[config.mk]
export PLATFORM = sky130hd
export DESIGN_NAME = scl_link_tx
export DESIGN_NICKNAME = d
export VERILOG_FILES = /design/src/design/scl_pkg.sv /design/src/design/scl_link_tx.sv
export SDC_FILE = /design/constraint.sdc
export NUM_CORES = 1
export LEC_CHECK = 0
export BUFFER_PORTS_ARGS = -buffer_cell sky130_fd_sc_hd__buf_2
export CAP_MARGIN = 40
export CORE_MARGIN = 3
export CORE_UTILIZATION = 40
export CTS_CLUSTER_DIAMETER = 150
export DETAILED_ROUTE_END_ITERATION = 6
export PLACE_DENSITY = 0.59
export REMOVE_ABC_BUFFERS = 1
export SLEW_MARGIN = 0
export SYNTH_ARGS = -nofsm -noshare
export SYNTH_HDL_FRONTEND = slang
export SYNTH_SLANG_ARGS = --single-unit
[constraint.sdc]
create_clock -name aclk -period 12.7 [get_ports aclk]
set_input_delay 0.635 -clock aclk [delete_from_list [all_inputs] [get_ports aclk]]
set_output_delay 0.635 -clock aclk [all_outputs]
set_load 0.02 [all_outputs]
[src/design/scl_pkg.sv]
`default_nettype none
package scl_pkg;
	// Register byte offsets
	localparam logic [7:0] SCL_OFF_CTRL = 8'h00;
	localparam logic [7:0] SCL_OFF_SLOT = 8'h04;
	localparam logic [7:0] SCL_OFF_BIT = 8'h08;
	localparam logic [7:0] SCL_OFF_PD = 8'h0C;
	localparam logic [7:0] SCL_OFF_SYNC = 8'h10;
	localparam logic [7:0] SCL_OFF_BLANK = 8'h14;
	localparam logic [7:0] SCL_OFF_STAT = 8'h18;
	// Field positions
	localparam int SCL_SYNC_JDG_LO = 8;
	localparam int SCL_SYNC_FRST_LO = 16;
	localparam int SCL_PD_ON_LO = 16;
	localparam int SCL_STAT_CNT_LO = 8;
	localparam int SCL_STAT_WORD_LO = 16;
	// Timing
	localparam int SCL_CLK_MHZ = 250;
	localparam int SCL_BIT_NS = 8000;
	localparam int SCL_BIT_CYC = SCL_BIT_NS * SCL_CLK_MHZ / 1000;
	localparam int SCL_SLOT_NS = 50000;
	localparam int SCL_SLOT_CYC = SCL_SLOT_NS * SCL_CLK_MHZ / 1000;
	localparam int SCL_BLANK_FIX_NS = 500000;
	localparam int SCL_BLANK_FIX_CYC = SCL_BLANK_FIX_NS * SCL_CLK_MHZ / 1000;
	localparam int SCL_PD_DLY_NS = 2000;
	localparam int SCL_PD_DLY_CYC = SCL_PD_DLY_NS * SCL_CLK_MHZ / 1000;
	localparam int SCL_PD_ON_NS = 10000;
	localparam int SCL_PD_ON_CYC = SCL_PD_ON_NS * SCL_CLK_MHZ / 1000;
	localparam int SCL_FRST_NS = 4000;
	localparam int SCL_FRST_CYC = SCL_FRST_NS * SCL_CLK_MHZ / 1000;
	// Sample ticks run at half the clock
	localparam int SCL_JUDGE_NS = 1000;
	localparam int SCL_JUDGE_TCK = SCL_JUDGE_NS * SCL_CLK_MHZ / 2000;
	localparam int SCL_SMIN_NS = 500;
	localparam int SCL_SMIN_TCK = (SCL_SMIN_NS * SCL_CLK_MHZ + 1999) / 2000;
	localparam logic [31:0] SCL_CTRL_RST = 32'h0000_0001;
	// Message kinds
	localparam logic [2:0] SCL_K_ACCEL = 3'h0;
	localparam logic [2:0] SCL_K_BUSY = 3'h1;
	localparam logic [2:0] SCL_K_READY = 3'h2;
	localparam logic [2:0] SCL_K_UNLOCK = 3'h3;
	localparam logic [2:0] SCL_K_DEFECT = 3'h4;
	localparam logic [2:0] SCL_K_NIBBLE = 3'h5;
	localparam logic [2:0] SCL_K_ID = 3'h6;
	// Fixed data codes
	localparam logic signed [14:0] SCL_LIM10 = 15'sh01E0;
	localparam logic signed [14:0] SCL_LIM8 = 15'sh0078;
	localparam logic [9:0] SCL_BUSY10 = 10'h1E8;
	localparam logic [9:0] SCL_READY10 = 10'h1E7;
	localparam logic [9:0] SCL_UNLOCK10 = 10'h1E6;
	localparam logic [9:0] SCL_DEFECT10 = 10'h1F4;
	localparam logic [9:0] SCL_NIB10 = 10'h210;
	localparam logic [9:0] SCL_ID10 = 10'h20F;
	localparam logic [7:0] SCL_BUSY8 = 8'h7C;
	localparam logic [7:0] SCL_READY8 = 8'h7B;
	localparam logic [7:0] SCL_UNLOCK8 = 8'h7A;
	localparam logic [7:0] SCL_DEFECT8 = 8'h7D;
	localparam logic [7:0] SCL_NIB8 = 8'h84;
	localparam logic [7:0] SCL_ID8 = 8'h83;
	localparam logic [2:0] SCL_CRC_SEED = 3'h7;

	typedef struct packed {
		logic [3:0] idx;
		logic [2:0] kind;
		logic pd_en;
		logic sync_blank_select;
		logic crc_sel;
		logic word_length_select;
	} scl_cfg_t;

	typedef enum logic [1:0] {ST_IDLE, ST_JUDGE, ST_BLANK} scl_state_t;
endpackage
`default_nettype wire

[src/design/scl_link_tx.sv]
// What this block does
// RQ1: Master raises supply briefly to signal sync.
// RQ2: Count comparator at half rate, judge later.
// RQ3: Valid sync flags, references time, starts timers.
// RQ4: Blank detector for fixed or frame-derived interval.
// RQ5: Hold sync filter reset after valid sync.
// RQ6: Failed pulse clears timers, rearms detector immediately.
// RQ7: Timers start at first high comparator sample.
// RQ8: Optional pulldown sink after delay, for duration.
// RQ9: Wait slot delay before sending response.
// RQ10: Manchester mid-bit step, zero rises, one falls.
// RQ11: Two start bits, 8/10-bit word, LSB first.
// RQ12: Select parity or three-bit checksum.
// RQ13: Parity makes count of ones even.
// RQ14: CRC x^3+x+1, seed 111, three zeros.
// RQ15: CRC matches reference vectors for 10-bit words.
// RQ16: Acceleration two's complement, clipped per width.
// RQ17: Fixed status codes for busy, ready, defect.
// RQ18: Init nibbles use negative block starting at -496.
// RQ19: Init IDs use lowest codes.
// RQ20: Payload rounded and clipped from 26-bit filter.
// RQ21: Bit period from clock; idle after frame.
// RQ22: Detection counter saturates, never wraps.
//
// The placing of the registers and the AXI4-Lite register port were chosen for this implementation.
`timescale 1ns/1ps
`default_nettype none
module scl_link_tx #(
	parameter int unsigned BLANK_FIX_CYC = scl_pkg::SCL_BLANK_FIX_CYC,
	parameter int unsigned SLOT_CYC_DEF = scl_pkg::SCL_SLOT_CYC,
	parameter int unsigned BIT_CYC_DEF = scl_pkg::SCL_BIT_CYC
) (
	// Clock, reset, enable
	input wire logic aclk,
	input wire logic aresetn,
	input wire logic ce,
	// AXI4-Lite slave
	input wire logic [7:0] awaddr,
	input wire logic awvalid,
	output logic awready,
	input wire logic [31:0] wdata,
	input wire logic [3:0] wstrb,
	input wire logic wvalid,
	output logic wready,
	output logic [1:0] bresp,
	output logic bvalid,
	input wire logic bready,
	input wire logic [7:0] araddr,
	input wire logic arvalid,
	output logic arready,
	output logic [31:0] rdata,
	output logic [1:0] rresp,
	output logic rvalid,
	input wire logic rready,
	// Sensor side
	input wire logic sync_cmp,
	input wire logic [25:0] filt_data,
	// Link side
	output logic mod_sink,
	output logic sync_valid,
	output logic filter_reset,
	output logic tx_busy
);
	import scl_pkg::*;

	if (BIT_CYC_DEF < 2 || BIT_CYC_DEF > 65535 || BLANK_FIX_CYC > 16777215
			|| SLOT_CYC_DEF > 16777215) begin : g_bad_param
		$error("scl_link_tx: parameter out of range");
	end

	////////////////////////////////////////////////////////////////////////
	// Functions

	function automatic logic [31:0] merge(logic [31:0] old, logic [31:0] nw,
			logic [3:0] strb);
		logic [31:0] r;
		r = old;
		for (int i = 0; i < 4; i++) begin
			if (strb[i]) r[8*i +: 8] = nw[8*i +: 8];
		end
		return r;
	endfunction

	function automatic logic [4:0] frame_bits(logic long, logic crc);
		return 5'd2 + (long ? 5'd10 : 5'd8) + (crc ? 5'd3 : 5'd1);
	endfunction

	// Data LSB first, then three zeros; start bits excluded
	function automatic logic [2:0] crc3(logic [9:0] w, logic long);
		logic [2:0] c;
		logic [12:0] s;
		logic fb;
		c = SCL_CRC_SEED;
		s = {3'h0, long ? w : {2'h0, w[7:0]}};
		for (int i = 0; i < 13; i++) begin
			if (long || i < 11) begin
				// Divide the augmented message: the data bit enters at the low end
				fb = c[2];
				c = {c[1], c[0] ^ fb, s[i] ^ fb};
			end
		end
		return c;
	endfunction // see RQ14

	function automatic logic [9:0] make_word(logic [25:0] d, logic [2:0] kind,
			logic [3:0] idx, logic long);
		logic signed [14:0] r;
		logic signed [14:0] lim;
		logic [9:0] w;
		// Round at the bit just below the kept field
		if (long) r = 15'(signed'(d[25:12])) + 15'(d[11]);
		else r = 15'(signed'(d[25:14])) + 15'(d[13]); // see RQ20
		lim = long ? SCL_LIM10 : SCL_LIM8;
		if (r > lim) r = lim;
		else if (r < -lim) r = -lim; // see RQ16
		w = long ? r[9:0] : {2'h0, r[7:0]};
		unique case (kind)
			SCL_K_BUSY: w = long ? SCL_BUSY10 : {2'h0, SCL_BUSY8};
			SCL_K_READY: w = long ? SCL_READY10 : {2'h0, SCL_READY8};
			SCL_K_UNLOCK: w = long ? SCL_UNLOCK10 : {2'h0, SCL_UNLOCK8};
			SCL_K_DEFECT: w = long ? SCL_DEFECT10 : {2'h0, SCL_DEFECT8}; // see RQ17
			SCL_K_NIBBLE: w = long ? 10'(SCL_NIB10 + 10'(idx))
				: {2'h0, 8'(SCL_NIB8 + 8'(idx[1:0]))}; // see RQ18
			SCL_K_ID: w = long ? 10'(SCL_ID10 - 10'(idx))
				: {2'h0, 8'(SCL_ID8 - 8'(idx[1:0]))}; // see RQ19
			default: ;
		endcase
		return w;
	endfunction

	////////////////////////////////////////////////////////////////////////
	// Registers

	scl_cfg_t cfg;
	logic [23:0] slot_dly;
	logic [15:0] bit_cyc;
	logic [15:0] pd_dly;
	logic [15:0] pd_on;
	logic [7:0] sync_min;
	logic [7:0] judge_dly;
	logic [15:0] frst_cyc;
	logic [23:0] blank_fix;
	logic [7:0] sync_cnt_total;
	logic [9:0] last_word;
	logic aw_held;
	logic w_held;
	logic [7:0] wr_addr;
	logic [31:0] wr_data;
	logic [3:0] wr_strb;
	logic do_wr;
	logic [31:0] rd_mux;
	logic rd_hit;
	logic wr_hit;
	logic [31:0] nw;
	scl_state_t st;

	assign awready = ce && !aw_held && !bvalid;
	assign wready = ce && !w_held && !bvalid;
	assign arready = ce && !rvalid;
	assign do_wr = ce && aw_held && w_held && !bvalid;

	always_comb begin
		wr_hit = 1'b1;
		unique case (wr_addr)
			SCL_OFF_CTRL, SCL_OFF_SLOT, SCL_OFF_BIT, SCL_OFF_PD,
			SCL_OFF_SYNC, SCL_OFF_BLANK: ;
			default: wr_hit = 1'b0;
		endcase
	end

	always_ff @(posedge aclk) begin
		if (!aresetn) begin
			aw_held <= 1'b0;
			w_held <= 1'b0;
			wr_addr <= 8'h00;
			wr_data <= 32'h0000_0000;
			wr_strb <= 4'h0;
			bvalid <= 1'b0;
			bresp <= 2'h0;
		end else if (ce) begin
			if (awvalid && awready) begin
				aw_held <= 1'b1;
				wr_addr <= awaddr;
			end
			if (wvalid && wready) begin
				w_held <= 1'b1;
				wr_data <= wdata;
				wr_strb <= wstrb;
			end
			if (do_wr) begin
				aw_held <= 1'b0;
				w_held <= 1'b0;
				bvalid <= 1'b1;
				bresp <= wr_hit ? 2'h0 : 2'h2;
			end else if (bvalid && bready) begin
				bvalid <= 1'b0;
			end
		end
	end

	always_ff @(posedge aclk) begin
		if (!aresetn) begin
			cfg <= scl_cfg_t'(SCL_CTRL_RST[10:0]);
			slot_dly <= 24'(SLOT_CYC_DEF);
			bit_cyc <= 16'(BIT_CYC_DEF);
			pd_dly <= 16'(SCL_PD_DLY_CYC);
			pd_on <= 16'(SCL_PD_ON_CYC);
			sync_min <= 8'(SCL_SMIN_TCK);
			judge_dly <= 8'(SCL_JUDGE_TCK);
			frst_cyc <= 16'(SCL_FRST_CYC);
			blank_fix <= 24'(BLANK_FIX_CYC);
		end else if (do_wr) begin
			unique case (wr_addr)
				SCL_OFF_CTRL: cfg <= scl_cfg_t'(nw[10:0]);
				SCL_OFF_SLOT: slot_dly <= nw[23:0];
				// Odd or tiny periods would break the half-bit split
				SCL_OFF_BIT: bit_cyc <= (nw[15:0] < 16'h0002) ? 16'h0002
					: {nw[15:1], 1'b0}; // see RQ21
				SCL_OFF_PD: begin
					pd_dly <= nw[15:0];
					pd_on <= nw[SCL_PD_ON_LO +: 16];
				end
				SCL_OFF_SYNC: begin
					sync_min <= nw[7:0];
					judge_dly <= nw[SCL_SYNC_JDG_LO +: 8];
					frst_cyc <= nw[SCL_SYNC_FRST_LO +: 16];
				end
				SCL_OFF_BLANK: blank_fix <= nw[23:0];
				default: ;
			endcase
		end
	end

	always_comb begin
		rd_hit = 1'b1;
		rd_mux = 32'h0000_0000;
		unique case (araddr)
			SCL_OFF_CTRL: rd_mux = {21'h00_0000, cfg};
			SCL_OFF_SLOT: rd_mux = {8'h00, slot_dly};
			SCL_OFF_BIT: rd_mux = {16'h0000, bit_cyc};
			SCL_OFF_PD: rd_mux = {pd_on, pd_dly};
			SCL_OFF_SYNC: rd_mux = {frst_cyc, judge_dly, sync_min};
			SCL_OFF_BLANK: rd_mux = {8'h00, blank_fix};
			SCL_OFF_STAT: begin
				rd_mux[0] = tx_busy;
				rd_mux[1] = (st == ST_BLANK);
				rd_mux[2] = filter_reset;
				rd_mux[SCL_STAT_CNT_LO +: 8] = sync_cnt_total;
				rd_mux[SCL_STAT_WORD_LO +: 10] = last_word;
			end
			default: rd_hit = 1'b0;
		endcase
	end

	// Current contents merged under byte strobes
	always_comb begin
		unique case (wr_addr)
			SCL_OFF_CTRL: nw = merge({21'h00_0000, cfg}, wr_data, wr_strb);
			SCL_OFF_SLOT: nw = merge({8'h00, slot_dly}, wr_data, wr_strb);
			SCL_OFF_BIT: nw = merge({16'h0000, bit_cyc}, wr_data, wr_strb);
			SCL_OFF_PD: nw = merge({pd_on, pd_dly}, wr_data, wr_strb);
			SCL_OFF_SYNC: nw = merge({frst_cyc, judge_dly, sync_min}, wr_data, wr_strb);
			default: nw = merge({8'h00, blank_fix}, wr_data, wr_strb);
		endcase
	end

	always_ff @(posedge aclk) begin
		if (!aresetn) begin
			rvalid <= 1'b0;
			rdata <= 32'h0000_0000;
			rresp <= 2'h0;
		end else if (ce) begin
			if (arvalid && arready) begin
				rvalid <= 1'b1;
				rdata <= rd_mux;
				rresp <= rd_hit ? 2'h0 : 2'h2;
			end else if (rvalid && rready) begin
				rvalid <= 1'b0;
			end
		end
	end

	////////////////////////////////////////////////////////////////////////
	// Sync detection

	logic tick;
	logic [7:0] det_cnt;
	logic [7:0] judge_t;
	logic [23:0] tref;
	logic timing;
	logic valid_seen;
	logic judge_ok;
	logic judge_bad;
	logic first_hit;
	logic [23:0] blank_len;
	logic [15:0] frst_left;
	logic [4:0] nbits;

	assign nbits = frame_bits(cfg.word_length_select, cfg.crc_sel);
	assign first_hit = ce && tick && st == ST_IDLE && sync_cmp;
	assign judge_ok = ce && tick && st == ST_JUDGE && judge_t == judge_dly
		&& det_cnt > sync_min; // see RQ2
	assign judge_bad = ce && tick && st == ST_JUDGE && judge_t == judge_dly
		&& det_cnt <= sync_min;
	// Variable blanking covers the own slot plus the whole frame
	assign blank_len = cfg.sync_blank_select
		? 24'(slot_dly + 24'(nbits) * 24'(bit_cyc)) : blank_fix; // see RQ4
	assign filter_reset = frst_left != 16'h0000;

	// Sample divider at half the clock rate
	always_ff @(posedge aclk) begin
		if (!aresetn) tick <= 1'b0;
		else if (ce) tick <= !tick;
	end

	always_ff @(posedge aclk) begin
		if (!aresetn) begin
			st <= ST_IDLE;
			det_cnt <= 8'h00;
			judge_t <= 8'h00;
		end else if (ce && tick) begin
			unique case (st)
				ST_IDLE: if (sync_cmp) begin
					st <= ST_JUDGE;
					det_cnt <= 8'h01;
					judge_t <= 8'h00;
				end
				ST_JUDGE: if (judge_t == judge_dly) begin
					det_cnt <= 8'h00; // see RQ4
					st <= judge_ok ? ST_BLANK : ST_IDLE; // see RQ6
				end else begin
					judge_t <= judge_t + 8'h01;
					if (sync_cmp && det_cnt != 8'hFF)
						det_cnt <= det_cnt + 8'h01; // see RQ22
				end
				ST_BLANK: if (tref >= blank_len || !timing) st <= ST_IDLE;
			endcase
		end
	end

	always_ff @(posedge aclk) begin
		if (!aresetn) begin
			tref <= 24'h00_0000;
			timing <= 1'b0;
			valid_seen <= 1'b0;
			sync_valid <= 1'b0;
			sync_cnt_total <= 8'h00;
		end else if (ce) begin
			sync_valid <= judge_ok; // see RQ3
			if (first_hit) begin
				tref <= 24'h00_0000; // see RQ7
				timing <= 1'b1;
				valid_seen <= 1'b0;
			end else if (judge_bad) begin
				timing <= 1'b0; // see RQ6
			end else if (timing) begin
				if (tref == 24'hFF_FFFF) timing <= 1'b0;
				else tref <= tref + 24'h00_0001;
			end
			if (judge_ok) begin
				valid_seen <= 1'b1; // see RQ3
				sync_cnt_total <= sync_cnt_total + 8'h01;
			end
		end
	end

	always_ff @(posedge aclk) begin
		if (!aresetn) frst_left <= 16'h0000;
		else if (ce) begin
			if (judge_ok) frst_left <= frst_cyc; // see RQ5
			else if (filter_reset) frst_left <= frst_left - 16'h0001;
		end
	end

	////////////////////////////////////////////////////////////////////////
	// Frame build and Manchester transmitter

	logic tx_start;
	logic [9:0] word;
	logic [2:0] crc_v;
	logic [2:0] err;
	logic [14:0] next_frame;
	logic [14:0] shreg;
	logic [4:0] nleft;
	logic [15:0] hcnt;
	logic half;
	logic hend;
	logic pd_act;

	assign word = make_word(filt_data, cfg.kind, cfg.idx, cfg.word_length_select);
	assign crc_v = crc3(word, cfg.word_length_select);
	assign tx_start = ce && timing && valid_seen && tref == slot_dly
		&& !tx_busy; // see RQ9
	assign hend = hcnt == (bit_cyc[15:1] - 16'h0001);
	// Timed from the first sample, so a short delay may end before validation
	assign pd_act = cfg.pd_en && timing && {8'h00, pd_dly} <= tref
		&& tref < 24'({8'h00, pd_dly} + {8'h00, pd_on}); // see RQ8

	always_comb begin
		// Start bits are zero, so the word alone sets parity
		err = cfg.crc_sel ? {crc_v[0], crc_v[1], crc_v[2]}
			: {2'h0, ^word}; // see RQ12 RQ13
		next_frame = 15'h0000;
		if (cfg.word_length_select) next_frame[11:2] = word;
		else next_frame[9:2] = word[7:0]; // see RQ11
		next_frame = next_frame
			| (15'(err) << (cfg.word_length_select ? 4'd12 : 4'd10));
	end

	always_ff @(posedge aclk) begin
		if (!aresetn) begin
			tx_busy <= 1'b0;
			shreg <= 15'h0000;
			nleft <= 5'h00;
			hcnt <= 16'h0000;
			half <= 1'b0;
			last_word <= 10'h000;
		end else if (ce) begin
			if (tx_start) begin
				tx_busy <= 1'b1;
				shreg <= next_frame;
				nleft <= nbits;
				hcnt <= 16'h0000;
				half <= 1'b0;
				last_word <= word;
			end else if (tx_busy) begin
				if (hend) begin
					hcnt <= 16'h0000;
					half <= !half;
					if (half) begin
						shreg <= {1'b0, shreg[14:1]};
						nleft <= nleft - 5'h01;
						if (nleft == 5'h01) tx_busy <= 1'b0; // see RQ21
					end
				end else begin
					hcnt <= hcnt + 16'h0001;
				end
			end
		end
	end

	// Sink on means raised current: a zero rises at mid-bit
	always_ff @(posedge aclk) begin
		if (!aresetn) mod_sink <= 1'b0;
		else if (ce) mod_sink <= (tx_busy && (half ? !shreg[0] : shreg[0]))
			|| pd_act; // see RQ10
	end

	////////////////////////////////////////////////////////////////////////
	// Checks

	AST_JUDGE_OK: assert property (@(posedge aclk) disable iff (!aresetn) // see RQ2
		judge_ok |=> sync_valid && st == ST_BLANK && valid_seen)
		else $error("valid pulse not flagged");
	AST_JUDGE_BAD: assert property (@(posedge aclk) disable iff (!aresetn) // see RQ6
		judge_bad |=> st == ST_IDLE && !timing && !sync_valid)
		else $error("failed pulse did not rearm");
	AST_CNT_SAT: assert property (@(posedge aclk) disable iff (!aresetn) // see RQ22
		ce && st == ST_JUDGE && det_cnt == 8'hFF && judge_t != judge_dly
		|=> det_cnt == 8'hFF)
		else $error("detection counter wrapped");
	AST_FIRST_SAMPLE: assert property (@(posedge aclk) disable iff (!aresetn) // see RQ7
		first_hit |=> timing && tref == 24'h00_0000 && st == ST_JUDGE)
		else $error("timers not started at first sample");
	AST_FILT_RST: assert property (@(posedge aclk) disable iff (!aresetn) // see RQ5
		sync_valid && frst_cyc != 16'h0000 |-> filter_reset)
		else $error("filter reset missing after sync");
	AST_TX_SLOT: assert property (@(posedge aclk) disable iff (!aresetn) // see RQ9
		tx_start |=> tx_busy && nleft == nbits && shreg == $past(next_frame))
		else $error("frame not started at slot");
	AST_MID_EDGE: assert property (@(posedge aclk) disable iff (!aresetn) // see RQ10
		ce && tx_busy && !half && hend && !cfg.pd_en ##1 ce
		|=> mod_sink != $past(mod_sink))
		else $error("no mid-bit transition");
	AST_IDLE_LOW: assert property (@(posedge aclk) disable iff (!aresetn) // see RQ21
		ce && !tx_busy && !pd_act |=> !mod_sink)
		else $error("sink on while idle");
	AST_PARITY: assert property (@(posedge aclk) disable iff (!aresetn) // see RQ13
		tx_start && !cfg.crc_sel |-> ^next_frame == 1'b0)
		else $error("odd parity frame");
	AST_CRC_VEC: assert property (@(posedge aclk) disable iff (!aresetn) // see RQ15
		crc3(10'h000, 1'b1) == 3'h6 && crc3(10'h0CC, 1'b1) == 3'h3
		&& crc3(10'h3FF, 1'b1) == 3'h4)
		else $error("checksum reference mismatch");
	AST_PULLDOWN: assert property (@(posedge aclk) disable iff (!aresetn) // see RQ8
		ce && pd_act |=> mod_sink)
		else $error("pulldown sink not on");

	COV_VALID: cover property (@(posedge aclk) disable iff (!aresetn) judge_ok);
	COV_BAD: cover property (@(posedge aclk) disable iff (!aresetn) judge_bad);
	COV_FRAME_END: cover property (@(posedge aclk) disable iff (!aresetn)
		tx_busy ##1 !tx_busy);
	COV_CRC_FRAME: cover property (@(posedge aclk) disable iff (!aresetn)
		tx_start && cfg.crc_sel);
endmodule
`default_nettype wire

Word level (Yosys, flattened, before mapping)
Cells that the tools add are included. W data, S select, Z words.

Input bits: 87. Output and inout bits: 45. Flip-flop bits (word level): 342. Word-level logic and storage cells: 307.

Shift operators: 1. Eq/ne operators: 32. Bitwise gates (word level): 19. Multipliers: 1. $lt $le $gt $ge: 8. Reductions and logical operators: 83. Mux-type cells: 103. Add/sub/neg operators: 19.

Operator list (number): $mux W8 (25); $pmux W32 S5 (1); $pmux W18 S7 (1); $mux W24 (5); $mux W16 (6); $mux W15 (5); $mux W10 (6); $pmux W10 S6 (1); $mux W9 (5); $eq A8 B5 Y1 const B (5); $reduce_and A2 Y1 (19); $eq A8 B4 Y1 const B (4); $pmux W8 S2 (2); $pmux W5 S6 (1); $logic_and A1 B1 Y1 (29); $mux W1 (25); $add A24 B1 Y24 const B (1); $add A24 B21 Y24 (1); $add A8 B1 Y8 const B (3); $eq A24 B24 Y1 (1); $eq A24 B24 Y1 const B (1); $ge A24 B24 Y1 (1); $le A16 B24 Y1 (1); $lt A24 B17 Y1 (1); other kinds (54) (116).

Depth between registers and ports, before layout
Gate-level depths: netlist of run 1.

Word-level depth: 21. Depth in mapped cells: 34.

Least setup slack after synthesis of run 1
Ideal clock, no wire load.

Path kind: flip-flop to flip-flop. From: register cfg[0] in the netlist's numbering. To: register st[0]. Slack: 6.115 ns. Library setup time: 0.070 ns. Required time: 12.630 ns. Stages on the path, launching flop included: 29. Data arrival time: 6.515 ns. Cells stage by stage: dfxtp_1 -> buf_2 -> inv_2 -> clkbuf_1 -> ha_1 -> nand2b_1 -> fa_1 -> fa_1 -> fa_1 -> inv_1 -> ha_1 -> nor2b_1 -> o21ai_0 -> a21boi_0 -> o21ai_0 -> a21boi_0 -> o21ai_0 -> a21boi_0 -> o31ai_1 -> a211oi_1 -> o31ai_1 -> nor2_1 -> a221oi_1 -> ha_1 -> and3_1 -> nand3_1 -> a211oi_1 -> or3_1 -> a21oi_1.

Cells in the longest elaborated chain, start to end: 10.

Ends and longest elaborated chain: start: declaration (RTL line scl_link_tx.sv:134) `scl_cfg_t cfg;`; start signal: assignment (RTL line scl_link_tx.sv:203) `cfg <= scl_cfg_t'(SCL_CTRL_RST[10:0]);`; start signal: assignment (RTL line scl_link_tx.sv:214) `SCL_OFF_CTRL: cfg <= scl_cfg_t'(nw[10:0]);`; $mux W2 (RTL line scl_link_tx.sv:85) `return 5'd2 + (long ? 5'd10 : 5'd8) + (crc ? 5'd3 : 5'd1);`; $add A2 B4 Y5 (RTL line scl_link_tx.sv:85); $add A5 B2 Y5 (RTL line scl_link_tx.sv:85); $mul A5 B16 Y21 (RTL line scl_link_tx.sv:307) `? 24'(slot_dly + 24'(nbits) * 24'(bit_cyc)) : blank_fix;`; $add A24 B21 Y24 (RTL line scl_link_tx.sv:307); $mux W24 (RTL line scl_link_tx.sv:307); $ge A24 B24 Y1 (RTL line scl_link_tx.sv:336) `ST_BLANK: if (tref >= blank_len || !timing) st <= ST_IDLE;`; $logic_or A1 B1 Y1 (RTL line scl_link_tx.sv:336); $ne A2 B1 Y1 (no source line); $reduce_and A4 Y1 (no source line); end signal: assignment (RTL line scl_link_tx.sv:330) `st <= judge_ok ? ST_BLANK : ST_IDLE;`; end: declaration (RTL line scl_link_tx.sv:155) `scl_state_t st;`.

No other way between the ends. A chain may end at the register's enable or synchronous reset.

Worst setup path after layout of run 1
From: register cfg[1] in the netlist's numbering. To: register st[1].

Cells in the longest elaborated chain, start to end: 9.

Ends and longest elaborated chain (RTL line): $mux W2 (scl_link_tx.sv:85); $add A5 B2 Y5 (scl_link_tx.sv:85); $mul A5 B16 Y21 (scl_link_tx.sv:307); $add A24 B21 Y24 (scl_link_tx.sv:307); $mux W24 (scl_link_tx.sv:307); $ge A24 B24 Y1 (scl_link_tx.sv:336); $logic_or A1 B1 Y1 (scl_link_tx.sv:336); $ne A2 B1 Y1 (no source line); $reduce_and A4 Y1 (no source line).

No other way between the ends.

==> metrics.yaml, run 1 <==
nNetsFinal: 3164
slowest_stage: "ha_1"
grt_max_degree: 76
worstHoldStart: "wdata[20]"
cpMostUsedCell: "o21ai_0"
whs_ns: 0.298
tritoncts: "done"
die-area_sq_um: 58900
hold_violations: 0
synth_edf_count: 0
clk_pin_slew_ns: 0.06
core-area_sq_um: 55300
cts_setup_buffers: 0
io_pins: 132
leakage_nw: 10.5
status: "finished, violations left"
setup_ws_ns: 4.85
setup_viol: 0
critPathLaunchType: "flop"
dp_hpwl_mm: 58.8
cts_resized: 0
crit_arrival_ns: 8.34
ir_drop_v: 0.0000776
dpl_cell_area_sq_um: 23700
path_buf_inv: 2
synth_seq_cells: 339
drc: 35
crit_type: "reg2reg"
synthMostInstantiatedCell: "nor2_1"
vias: 20997
yosys.cell_types.count: 85
cp_slowest_stage_delay_ns: 0.75
grt-ovfl-total: 0
first_pass_iters: 7
synth_top_area_share_pct: 30.3
grt_usage_pct: 26.2
clock_skew_ns: 0.0239
synth_area_leaders: "dfxtp_1 (30%), ha_1 (8.0%), nor2_1 (6.1%)"
min_to: "wr_data[20]"
drtIter0Drc: 1894
holdPathStages: 3
crit_family: "compound AO/OA/AOI/OAI gates"
power.density_nw_per_um2: 113
postRouteAntennaNets: 0
die_x_um: 243
wl_per_cell_um: 21.6
htree_levels: 2
cts.sinks: 339
seq_area_frac_synth_pct: 30.3
fill_cells: 5541
grt_pass1_wl_mm: 121
path_max_fanout: 16
areaGrowthSynthToFinish_pct: 12.7
utilization_pct: 45.7
pre_cts_ws_ns: 4.92
synth_top_flop_cell: "dfxtp_1"
violations: "design-rule violations"
final_area_sq_um: 25300
die_y_um: 243
synth_common_cells: "nor2_1 (364), dfxtp_1 (339), nand2_1 (339), a21oi_1 (237), inv_1 (166)"
timing.rr.end: "st[1]"
ff2ff_path_depth: 27
cp.required_ns: 13.19
cts_max_path_buffers: 3
clock_latency_ns: 0.58
yosys_warnings: 0
multi_input_area_sq_um: 14300
drv_slew: 0
num_rows: 86
first_global_vias: 20349
fmax_ghz: 0.127
syn_area_sq_um: 22400
place_congestion: 0.938
finalCriticalPeriod_ns: 7.85
cts_buffers: 41
diodes: 0
postCtsHoldBufs: 0
synth.avg_cell_area_sq_um: 7.86
start_util_pct: 40.5
synth_cells: 2853
grt_antenna_before_repair: 0
worst_slew_pin_slew_ns: 0.975
end_kind: "flop"
max_cap_violations: 0
seq_area_sq_um: 6790
slew_headroom_pct: 35.0
tns_ns: 0
postSynth.asyncResetShare_pct: 0
vias_per_cell: 5.72
drt-total-wl_mm: 79.2
drive_gt1_share_pct: 9.96
finalCritPeriodShare_pct: 61.8
io_buffers: 118
synth_top_area_cell: "dfxtp_1"
rrSetupSlack_ns: 4.85
hold_path_class: "in2reg"
root_buffer: "clkbuf_16"
rsz0062_at_grt: "no"
regToRegStartpoint: "cfg[1]"
[kinds of logic after synthesis]
logic type,count (synthesis),share of synthesized area [%]
xor gates and xnor gates,179,7.38
AOI/OAI and AO/OA,675,19.4
buffers and inverters,341,5.90
DFF,339,30.3
adders and majority gates,187,11.9
other,1,0.0167
and+or+nand+nor,1036,20.8
muxes,95,4.34
[layout make-up]
type	count	share of cell area [%]
Timing Repair Buffer	166	3.96
Clock buffer	60	5.11
Multi-Input combinational cell	2174	56.8
Tap cell	748	3.71
Clock inverter	16	1.06
Sequential cell	339	26.9
Inverter	168	2.52
[placed cells by master (no fill, tap or decap), types with 71 or more instances in the layout]
cell type and n:
a21oi_1 237, buf_2 120, dfxtp_1 339, ha_1 143, inv_1 165, mux2i_1 77, nand2_1 339, nor2_1 364
o21ai_0 109, xnor2_1 99, xor2_1 71
[worst max-delay path by stage]
stage,endpoint,start,slack [ns],depth (start not counted)
floorplan,st[0],cfg[0],5.40,27
finish,st[1],cfg[1],4.85,27
CTS,st[1],cfg[1],4.87,27
global placement,st[0],cfg[0],5.06,27
global route,st[1],cfg[1],4.36,27
detailed placement,st[1],cfg[1],4.92,27
[tightest hold or removal path, delay by kind of cell]
| family | cells | cell delay (ns) |
|---|---|---|
| AO/OA/AOI/OAI | 1 | 0.05 |
| buffers and inverters | 1 | 0.09 |
| AND/OR/NAND/NOR | 1 | 0.04 |
[metrics by stage]
step / power (W) / cells
floorplan: 0.00139 / 2681
global placement: 0.00153 / 3581
detailed placement: 0.00154 / 3595
CTS: 0.00288 / 3671
global route: 0.00297 / 3671
finish: 0.00286 / 3671
[registers in the layout, indices dropped and copies added (netlist names), 15 cells and up]
register   cells
frst_left     16
bit_cyc       15
wr_data       32
slot_dly      24
shreg         15
tref          24
blank_fix     24
pd_dly        16
pd_on         16
hcnt          16
rdata         32
frst_cyc      16
[per-layer routing]
metal | routed length, um | track usage, %
met2 | 36400 | 43.5
met4 | 3340 | 10.5
met3 | 5860 | 4.37
met5 | 0 | 0
met1 | 33600 | 33.9
[report_power, final]
part	switching (W)	total [W]	internal (W)
combinational	0.000254	0.000396	0.000142
clock	0.000489	0.00134	0.000847
sequential	0.0000306	0.00113	0.00110
Power figures use the tool's default switching activity.
==> run 2: changes to the inputs <==
==> constraint.sdc (replaced) <==
create_clock -name aclk -period 8 [get_ports aclk]
set_input_delay 0.4 -clock aclk [delete_from_list [all_inputs] [get_ports aclk]]
set_output_delay 0.4 -clock aclk [all_outputs]
set_load 0.02 [all_outputs]
==> metrics.yaml, run 2 (same netlist as run 1, synthesis figures left out) <==
fmax_ghz: 0.138  # +8.0%
drv_slew: 0  # unchanged
wl_per_cell_um: 21.6  # +0.11%
drc: 0  # -100%
root_buffer: "clkbuf_16"
mostFrequentLayoutCells: "nor2_1 (364), nand2_1 (339), dfxtp_1 (339)"
clock_latency_ns: 0.58  # about the same
layout_commonest_cell: "nor2_1"
dpl_cell_area_sq_um: 23900  # +0.72%
crit_arrival_ns: 7.77  # -0.57 ns
regToRegStartpoint: "cfg[1]"
power.density_nw_per_um2: 174  # +54%
cp_slowest_stage_delay_ns: 0.57  # -0.18 ns
vias_per_cell: 5.77  # +0.83%
drtIter0Drc: 2047  # +8.1%
finalCriticalPeriod_ns: 7.27  # -0.582 ns
grt_usage_pct: 26.4  # +0.18 points
nNetsFinal: 3175  # +0.35%
cts.sinks: 339  # unchanged
vias: 21205  # +0.99%
areaGrowthSynthToFinish_pct: 12.8
postRouteAntennaNets: 0  # unchanged
die_y_um: 243  # unchanged
multi_input_area_sq_um: 14300  # about the same
leakage_nw: 10.5  # +0.23%
grt-ovfl-total: 0  # unchanged
drive_gt1_share_pct: 10.2  # +0.25 points
dp_hpwl_mm: 59.0  # +0.38%
rsz0062_at_grt: "no"
clk_pin_slew_ns: 0.06  # about the same
crit_family: "compound AO/OA/AOI/OAI gates"
rrSetupSlack_ns: 0.73  # -4.12 ns
cp.required_ns: 8.49  # -4.70 ns
utilization_pct: 45.7  # +0.052 points
clock_skew_ns: 0.0218  # -0.00206 ns
cp-startpoint: "cfg[1]"
crit_type: "reg2reg"
cts_resized: 0  # unchanged
core-area_sq_um: 55300  # unchanged
max_cap_violations: 0  # unchanged
htree_levels: 2  # unchanged
worstHoldStart: "wdata[21]"
cts_buffers: 40  # -2.4%
num_rows: 86  # unchanged
worst_slew_pin_slew_ns: 0.881  # -0.0938 ns
io_pins: 132  # unchanged
critPathLaunchType: "flop"
diodes: 0  # unchanged
fill_cells: 5547  # +0.11%
place_congestion: 0.963  # +2.7%
slowest_stage: "ha_2"
grt_antenna_before_repair: 1  # +1
timing.rr.end: "st[1]"
tns_ns: 0  # unchanged
first_pass_iters: 7  # unchanged
first_global_vias: 20596  # +1.2%
grt_pass1_wl_mm: 122  # +0.78%
postCtsHoldBufs: 0  # unchanged
slew_headroom_pct: 41.1  # +6.1 points
die-area_sq_um: 58900  # unchanged
tritoncts: "done"
seq_area_sq_um: 6790  # unchanged
hold_violations: 0  # unchanged
status: "completed"
reg_top3: "rdata (32), wr_data (32)"
min_to: "wr_data[21]"
finalCritPeriodShare_pct: 90.9  # +29 points
holdPathStages: 3  # unchanged
path_buf_inv: 2  # unchanged
final_area_sq_um: 25300  # +0.11%
end_kind: "flop"
drt-total-wl_mm: 79.4  # +0.27%
setup_viol: 0  # unchanged
hold_path_class: "in2reg"
path_max_fanout: 16  # unchanged
ir_drop_v: 0.000150  # +93%
grt_max_degree: 77  # +1.3%
cpMostUsedCell: "o21ai_0"
ff2ff_path_depth: 27  # unchanged
cts_setup_buffers: 0  # unchanged
die_x_um: 243  # unchanged
io_buffers: 118  # unchanged
start_util_pct: 40.5  # unchanged
cts_max_path_buffers: 3  # unchanged
run 2: cell types whose count changed in the layout (fill, tap and decap cells not counted), sizes merged:
cell	change
clkinv	+2
bufinv	-2
buf	+12
clkbuf	-6
run 2: worst max path at each step:
| stage | to | slack, ns | cells after the start |
|---|---|---|---|
| 2_1_floorplan | st[0] | 0.70 | 27 |
| 3_3_place_gp | st[1] | 0.78 | 27 |
| 3_5_place_dp | st[1] | 0.70 | 27 |
| 4_1_cts | st[1] | 0.61 | 26 |
| 5_1_grt | st[1] | 0.09 | 27 |
| 6_report | st[1] | 0.73 | 27 |
run 2: area by class of cell:
type,count,area share [%]
multi-input combinational,2174,56.7
sequential,339,26.8
clock buffer,54,4.69
timing repair buffer,178,4.62
tap,748,3.70
inverter,168,2.51
clock inverter,16,0.906
run 2: stage by stage:
stage | setup slack (ns) | power, W | cells | hold WS, ns
2_1_floorplan | 0.698 | 0.00220 | 2681 | 0.431
3_3_place_gp | 0.785 | 0.00243 | 3586 | 0.442
3_5_place_dp | 0.697 | 0.00245 | 3607 | 0.447
4_1_cts | 0.608 | 0.00443 | 3677 | 0.0317
5_1_grt | 0.0928 | 0.00455 | 3677 | 0.0595
6_report | 0.729 | 0.00440 | 3677 | 0.0583
run 2: where the power goes:
| part | total [W] | internal, W | switching (W) |
|---|---|---|---|
| clock | 0.00198 | 0.00120 | 0.000776 |
| combinational | 0.000635 | 0.000234 | 0.000401 |
| sequential | 0.00179 | 0.00174 | 0.0000503 |
run 2: worst register-to-register path: cells and delay by family (launching register included):
kind / cells / cell delay, ns
AO/OA/AOI/OAI: 13 / 3.06
buffers and inverters: 2 / 0.17
adder cells (fa/ha/maj): 6 / 2.68
AND/OR/NAND/NOR: 6 / 0.87
flip-flops: 1 / 0.40
run 2: per-layer routing:
layer	GRT usage, %	share of wire, %	vias up
met5	0	0	-
met4	11.6	4.3	0
met3	3.88	7.0	176
met2	42.7	45	843
met1	35.0	43	10163
li1	-	-	10023
